<file path="src/hw/tsp_pkg.sv">
// tsp_pkg: constants and carriers for the serial register port
// assumes: 16-bit registers, 10-bit address space
package tsp_pkg;
    localparam int WORD_W = 16;
    localparam int ADDR_W = 10;
    localparam logic [4:0] ENABLE_PATTERN = 5'h1C;
    localparam int EN_HI = 15;
    localparam int EN_LO = 11;
    localparam int RW_BIT = 10;
    localparam logic [ADDR_W-1:0] ADDR_MAX = 10'h3FF;
    localparam logic [4:0] BUS_ADDR_BASE = 5'h0B;
    localparam logic [3:0] BIT_LAST = 4'hF;
    localparam logic [3:0] BIT_CNT_RESET = 4'h0;
    localparam logic [1:0] SYNC_RESET = 2'h3;

    typedef enum logic [1:0] {
        TSP_IDLE = 2'b00,
        TSP_CMD = 2'b01,
        TSP_DATA = 2'b10,
        TSP_IGNORE = 2'b11
    } tsp_state_e;

    typedef struct packed {
        logic we;
        logic [ADDR_W-1:0] addr;
        logic [WORD_W-1:0] data;
    } tsp_wr_s;

    typedef struct packed {
        logic req;
        logic [ADDR_W-1:0] addr;
    } tsp_rd_s;
endpackage : tsp_pkg

</file>
<file path="src/hw/tsp_sync.sv">
// tsp_sync: three-stage input synchroniser with agreement filter
// assumes: input asynchronous to clk; output changes once stages 2 and 3 agree
`timescale 1ns/1ps
module tsp_sync #(
    parameter logic INIT = 1'b0
) (
    input wire logic clk,
    input wire logic rst,
    input wire logic din,
    output logic dout
);
    logic s1;
    logic s2;
    logic s3;

    always_ff @(posedge clk) begin
        if (rst) begin
            s1 <= INIT;
            s2 <= INIT;
            s3 <= INIT;
        end else begin
            s1 <= din;
            s2 <= s1;
            s3 <= s2;
        end
    end

    always_ff @(posedge clk) begin
        if (rst) begin
            dout <= INIT;
        end else if (s2 == s3) begin
            dout <= s3;
        end
    end
endmodule : tsp_sync

</file>
<file path="src/hw/tsp_port.sv">
// tsp_port: serial register-access slave port, sampled on the system clock
// assumes: serial clock much slower than clk (>= 4 clk per half period);
// register storage sits outside and answers reads in the cycle after req
`timescale 1ns/1ps
module tsp_port (
    input wire logic clk,
    input wire logic rst,
    input wire logic serialClk,
    input wire logic selectN,
    input wire logic serialIn,
    output logic serialOut,
    output logic serialOutEn,
    input wire logic bus_addr_strap_hi,
    input wire logic bus_addr_strap_lo,
    output logic [6:0] busAddr,
    output tsp_pkg::tsp_wr_s regWrite,
    output tsp_pkg::tsp_rd_s regRead,
    input wire logic [tsp_pkg::WORD_W-1:0] regReadData
);
    logic sclk;
    logic selN;
    logic din;
    logic sclkPrev;
    logic selPrev;
    tsp_pkg::tsp_state_e state;
    logic [3:0] bitCnt;
    logic [tsp_pkg::WORD_W-1:0] shiftIn;
    logic [tsp_pkg::WORD_W-1:0] shiftOut;
    logic [tsp_pkg::ADDR_W-1:0] addrPtr;
    logic isRead;
    logic atMax;
    logic loadPending;
    logic [tsp_pkg::WORD_W-1:0] cmdWord;
    logic strapHi;
    logic strapLo;

    tsp_sync #(.INIT(1'b0)) syncClk (
        .clk(clk), .rst(rst), .din(serialClk), .dout(sclk)
    );
    tsp_sync #(.INIT(1'b1)) syncSel (
        .clk(clk), .rst(rst), .din(selectN), .dout(selN)
    );
    tsp_sync #(.INIT(1'b0)) syncDin (
        .clk(clk), .rst(rst), .din(serialIn), .dout(din)
    );
    // straps are pins too; a slow strap edge must not glitch the address
    tsp_sync #(.INIT(1'b0)) syncStrapHi (
        .clk(clk), .rst(rst), .din(bus_addr_strap_hi), .dout(strapHi)
    );
    tsp_sync #(.INIT(1'b0)) syncStrapLo (
        .clk(clk), .rst(rst), .din(bus_addr_strap_lo), .dout(strapLo)
    );

    // edges judged from a known previous level, so idle level is irrelevant
    logic riseEdge;
    logic fallEdge;
    logic frameStart;
    // the select edge cycle is excluded: a clock that moves to its idle
    // level together with select would otherwise count as a data edge
    assign riseEdge = sclk && !sclkPrev && !selN && !selPrev;
    assign fallEdge = !sclk && sclkPrev && !selN && !selPrev;
    assign frameStart = selPrev && !selN;
    assign cmdWord = {shiftIn[tsp_pkg::WORD_W-2:0], din};

    function automatic logic cmdValid(input logic [15:0] w);
        cmdValid = w[tsp_pkg::EN_HI:tsp_pkg::EN_LO]
            == tsp_pkg::ENABLE_PATTERN;
    endfunction : cmdValid

    always_ff @(posedge clk) begin
        if (rst) begin
            sclkPrev <= 1'b0;
            selPrev <= 1'b1;
        end else begin
            // tracked every cycle; the select edge mask keeps an idle-high clock from being an edge
            sclkPrev <= sclk;
            selPrev <= selN;
        end
    end

    // frame sequencer
    always_ff @(posedge clk) begin
        if (rst) begin
            state <= tsp_pkg::TSP_IDLE;
            bitCnt <= tsp_pkg::BIT_CNT_RESET;
            shiftIn <= '0;
            isRead <= 1'b0;
        end else if (selN) begin
            state <= tsp_pkg::TSP_IDLE;
            bitCnt <= tsp_pkg::BIT_CNT_RESET;
        end else begin
            case (state)
                tsp_pkg::TSP_IDLE: begin
                    if (frameStart || riseEdge) begin
                        state <= tsp_pkg::TSP_CMD;
                    end
                    if (riseEdge) begin
                        shiftIn <= cmdWord;
                        bitCnt <= 4'h1;
                    end
                end
                tsp_pkg::TSP_CMD: begin
                    if (riseEdge) begin
                        shiftIn <= cmdWord;
                        bitCnt <= bitCnt + 4'h1;
                        if (bitCnt == tsp_pkg::BIT_LAST) begin
                            if (cmdValid(cmdWord)) begin
                                state <= tsp_pkg::TSP_DATA;
                                isRead <= cmdWord[tsp_pkg::RW_BIT];
                            end else begin
                                state <= tsp_pkg::TSP_IGNORE;
                            end
                        end
                    end
                end
                tsp_pkg::TSP_DATA: begin
                    if (riseEdge) begin
                        shiftIn <= cmdWord;
                        bitCnt <= bitCnt + 4'h1;
                    end
                end
                tsp_pkg::TSP_IGNORE: begin
                    state <= tsp_pkg::TSP_IGNORE;
                end
                default: begin
                    state <= tsp_pkg::TSP_IDLE;
                end
            endcase
        end
    end

    logic cmdDone;
    logic wordDone;
    assign cmdDone = state == tsp_pkg::TSP_CMD && riseEdge
        && bitCnt == tsp_pkg::BIT_LAST && cmdValid(cmdWord);
    assign wordDone = state == tsp_pkg::TSP_DATA && riseEdge
        && bitCnt == tsp_pkg::BIT_LAST;

    // address pointer; saturates instead of wrapping
    always_ff @(posedge clk) begin
        if (rst) begin
            addrPtr <= '0;
            atMax <= 1'b0;
        end else if (cmdDone) begin
            addrPtr <= cmdWord[tsp_pkg::ADDR_W-1:0];
            atMax <= 1'b0;
        end else if (wordDone) begin
            if (addrPtr == tsp_pkg::ADDR_MAX) begin
                atMax <= 1'b1;
            end else begin
                addrPtr <= addrPtr + 10'h001;
            end
        end
    end

    // write strobe: one cycle per complete data word of a write frame, none past the top
    always_ff @(posedge clk) begin
        if (rst) begin
            regWrite <= '0;
        end else begin
            regWrite.we <= wordDone && !isRead && !atMax;
            regWrite.addr <= addrPtr;
            regWrite.data <= cmdWord;
        end
    end

    // read request: fetch at command end and at each word boundary
    logic fetchNow;
    assign fetchNow = (cmdDone && cmdWord[tsp_pkg::RW_BIT])
        || (wordDone && isRead);
    always_ff @(posedge clk) begin
        if (rst) begin
            regRead <= '0;
        end else begin
            regRead.req <= fetchNow;
            // at the top the same register is repeated
            if (cmdDone) begin
                regRead.addr <= cmdWord[tsp_pkg::ADDR_W-1:0];
            end else if (wordDone && addrPtr != tsp_pkg::ADDR_MAX) begin
                regRead.addr <= addrPtr + 10'h001;
            end else begin
                regRead.addr <= addrPtr;
            end
        end
    end

    // data arrives one cycle after req, long before the next falling edge
    always_ff @(posedge clk) begin
        if (rst) begin
            loadPending <= 1'b0;
        end else begin
            loadPending <= regRead.req;
        end
    end

    // output shifter: new bit on each falling edge, msb first
    always_ff @(posedge clk) begin
        if (rst) begin
            shiftOut <= '0;
            serialOut <= 1'b0;
            serialOutEn <= 1'b0;
        end else if (selN || state != tsp_pkg::TSP_DATA || !isRead) begin
            serialOutEn <= 1'b0;
            serialOut <= 1'b0;
        end else begin
            if (loadPending) begin
                shiftOut <= regReadData;
            end else if (fallEdge) begin
                serialOutEn <= 1'b1;
                serialOut <= shiftOut[tsp_pkg::WORD_W-1];
                shiftOut <= {shiftOut[tsp_pkg::WORD_W-2:0], 1'b0};
            end
        end
    end

    // two-wire variant address; target only, no drive of its own
    always_ff @(posedge clk) begin
        if (rst) begin
            busAddr <= {tsp_pkg::BUS_ADDR_BASE, 2'b00};
        end else begin
            busAddr <= {tsp_pkg::BUS_ADDR_BASE,
                strapHi, strapLo};
        end
    end
endmodule : tsp_port

</file>
<file path="config.mk">
export PLATFORM = sky130hd
export DESIGN_NAME = tsp_port
export DESIGN_NICKNAME = d
export VERILOG_FILES = /design/src/hw/tsp_pkg.sv /design/src/hw/tsp_sync.sv /design/src/hw/tsp_port.sv
export SDC_FILE = /design/constraint.sdc
export NUM_CORES = 1
export LEC_CHECK = 0
export BUFFER_PORTS_ARGS = -buffer_cell sky130_fd_sc_hd__buf_2
export CORE_UTILIZATION = 55
export DETAILED_ROUTE_END_ITERATION = 12
export PLACE_DENSITY = 0.88
export SETUP_SLACK_MARGIN = 0.02
export SKIP_LAST_GASP = 1
export SLEW_MARGIN = 20
export SYNTH_ARGS = -nofsm -noshare
export SYNTH_HDL_FRONTEND = slang
export SYNTH_SLANG_ARGS = --single-unit
</file>
<file path="constraint.sdc">
create_clock -name clk -period 4.4 [get_ports clk]
set_input_delay 0.88 -clock clk [delete_from_list [all_inputs] [get_ports clk]]
set_output_delay 0.88 -clock clk [all_outputs]
set_load 0.1 [all_outputs]
</file>
==> impl_metrics.csv <==
group,metric,value,unit
placed_design,post-place-ws,1770,ps
floorplanning,row_count,32,
synthesis,yosys.area.top_type,"dfxtp_1",
pwr,seq_power_share,40.2,%
min_path,hold_path.class,"register to register",
floorplanning,dieArea,0.00826,mm2
setup_path,regToRegSetupSlack,1700,ps
clock_network,insertion_delay,510,ps
clock_network,cts_tree,"yes",
synthesis,synth_top_family_by_area,"simple AND/OR/NAND/NOR gates",
run,cap_viol_max_count,0,
synthesis,synthArstFlopShare,0,%
synthesis,ys_seq_area_share,52.5,%
timing,fin_ws,1700,ps
grt,grt_usage,23.1,%
setup_path,worstPathMaxFanout,15,
synthesis,synth_edf_count,0,
floorplanning,die_h,90.9,um
grt,antenna_found_initial,0,
synthesis,yosysWarningCount,0,
clock_network,root_buffer,"clkbuf_8",
final_layout,final_common_cell,"dfxtp_1",
synthesis,yosys.area.top_type_share,52.5,%
setup_path,endpoint_kind,"register",
timing,setup_viol,0,
setup_path,crit_type,"register to register",
setup_path,cp.arrival,3110,ps
floorplanning,dieWidth,90.9,um
clock_network,cts_resized,0,
grt,overflow,0,
final_layout,finish.utilization,69.3,%
pwr,p_switching,549,uW
final_layout,final_cell_mix,"114 x dfxtp_1, 64 x buf_2, 43 x nand2_1, 39 x nor2b_1, 34 x nor2_1",
setup_path,cp-start-kind,"register",
timing,tns,0,ps
pwr,intPower,2080,uW
synthesis,synth.distinct_cells,54,
synthesis,synth-seq-cells,114,
synthesis,synth_compound_area_share,16.2,%
timing,hold_violations,0,
clock_network,htreeDepth,4,
final_layout,n_antenna_cell,0,
timing,fmax,370,MHz
setup_path,critPathLaunch,"syncSel.dout",
clock_network,cts_num_sinks,114,
final_layout,fill_cells,597,
pwr,ir_drop,0.261,mV
synthesis,ys_top_cells_by_area,"dfxtp_1 53%, nor2b_1 5.6%, mux2i_1 4.1%, a211oi_1 4.1%, nand2_1 3.7%",
synthesis,synth-adder-area-share,1.73,%
synthesis,yosys.area_share.xor_xnor,0.403,%
placed_design,dpl.hpwl,5.66,mm
synthesis,synth_cells,457,
synthesis,yosys.area_share.simple,20.4,%
route,wire_per_inst,14.3,um
setup_path,r2r-start,"syncSel.dout",
pwr,power_frac_comb,4.1,%
setup_path,worstPathRequired,4810,ps
route,firstDrtPassIters,4,
timing,worst_pin_slew,930,ps
pwr,switching_share,20.9,%
timing,max_slew_margin,37.9,%
route,num_vias,3445,
synthesis,synth_area,0.00434,mm2
final_layout,nets,543,
pwr,leakage,0.00198,uW
min_path,min_to,"syncSel.s2",
pwr,pwr_density_cell,494,mW/mm2
floorplanning,initial_utilization,56.5,%
timing,period_minus_slack,2700,ps
timing,fin_crit_sh,61.4,%
placed_design,placed_cells_incl_taps,596,
clock_network,path_clk_slew,60,ps
floorplanning,io_pins,70,
pwr,clockPowerShare,55.7,%
outcome,run_status,"completed",
synthesis,ys.flop_type,"dfxtp_1",
timing,skew,8.39,ps
route,antenna_left,0,
setup_path,reg2reg_depth,4,
route,drtIter0Drc,198,
min_path,hold_start,"syncSel.s1",
synthesis,synth.mux.area_fraction,4.15,%
route,finalWirelength,8.96,mm
placed_design,routabilityCongestion,0.906,
pwr,total_power,2630,uW
clock_network,post_cts_buffers,0,
timing,rsz0062_at_grt,"no",
grt,grt_pass1_vias,3158,
placed_design,portBuffers,64,
final_layout,final_cells,627,
synthesis,synth_area_per_cell,9.51,um2
final_layout,drive_gt1_share,22.3,%
route,vias_per_cell,5.49,
route,drc,0,
min_path,whs_path_depth,1,
setup_path,rr_endpoint,"regRead[1]",
floorplanning,core_area,0.00769,mm2
grt,grt_max_degree,45,
timing,drv_slew,0,
clock_network,ctsHoldBuffers,0,
clock_network,cts_made_buffers,17,
grt,grt_first_pass_wirelength,14.9,mm
clock_network,cts_buffer_depth,2,
final_layout,syn2layout_area_growth,22.7,%
-- state kept, by name, indices dropped and copies added, names as in the netlist, 2 cells and up --
register / flops
shiftIn: 15
regRead: 11
state: 2
regWrite: 27
busAddr: 2
shiftOut: 16
addrPtr: 10
bitCnt: 4
-- per-stage QoR --
step / hold WS [ps] / instance area [um2]
after floorplan: 389 / 4360
after global placement: 403 / 4680
after detailed placement: 403 / 4680
after CTS: 421 / 5310
after global routing: 439 / 5330
final: 417 / 5330
-- layer usage --
| layer | track usage [%] | part of all wire (%) | routed length [um] | vias up |
|---|---|---|---|---|
| met5 | 0 | 0 | 0 | - |
| met4 | 11.2 | 2.9 | 257 | 0 |
| met3 | 7.32 | 5.2 | 466 | 19 |
| met2 | 37.9 | 49 | 4430 | 110 |
| met1 | 27.3 | 42 | 3810 | 1600 |
| li1 | - | - | - | 1716 |
-- logic make-up after synthesis --
logic type / count (synthesis)
AND/OR/NAND/NOR: 169
flip-flops: 114
AO/OA/AOI/OAI: 103
buffers and inverters: 43
multiplexers: 18
adder cells (fa/ha/maj): 6
other: 2
XOR/XNOR: 2
-- worst max-delay path: stages (launching register included) --
cell      delay [ps]
dfxtp_1          370
or4b_1           800
nor2_1           710
o21ai_0          360
a221oi_1         350
-- Yosys cell counts (all sizes together) (2+ instances only) --
cell type,n
nand2,43
inv,10
o221a,2
and4,2
xnor2,2
nor2b,39
o2bb2ai,2
nand3,8
a22o,2
a221oi,3
buf,11
a21oi,31
nor2,35
o21ai,12
mux2i,18
nor3,8
o32ai,2
nor4,3
o31a,2
a311oi,2
o31ai,4
a211oi,25
dfxtp,114
a31oi,5
and3,4
nand4,7
o211ai,2
conb,2
or3,2
clkbuf,22
o21bai,2
a2111oi,3
or2,9
ha,6
nand2b,3
-- how the worst max path moves through the flow --
stage                       to  slack (ps)  cells after the start
floorplan            bitCnt[1]        2490                      5
global placement    regRead[1]        1860                      4
detailed placement  regRead[1]        1770                      4
CTS                 regRead[1]        1750                      4
global route        regRead[1]        1400                      4
finish              regRead[1]        1700                      4
-- power by group through the flow --
stage / clock network (uW) / registers (uW) / logic (uW)
after floorplan: 0 / 1120 / 51.0
after global placement: 0 / 1080 / 106
after detailed placement: 0 / 1080 / 107
after CTS: 1480 / 1060 / 107
after global routing: 1530 / 1060 / 113
final: 1470 / 1060 / 107
-- area by class of cell --
class	count	area (um2)	share of cell area, %
Clock inverter	10	181	3.40
Timing Repair Buffer	68	358	6.72
Clock buffer	20	455	8.55
Tap cell	102	128	2.39
Multi-Input combinational cell	303	1890	35.4
Inverter	10	37.5	0.704
Sequential cell	114	2280	42.8
No activity file was read; power rests on OpenSTA's default activity.
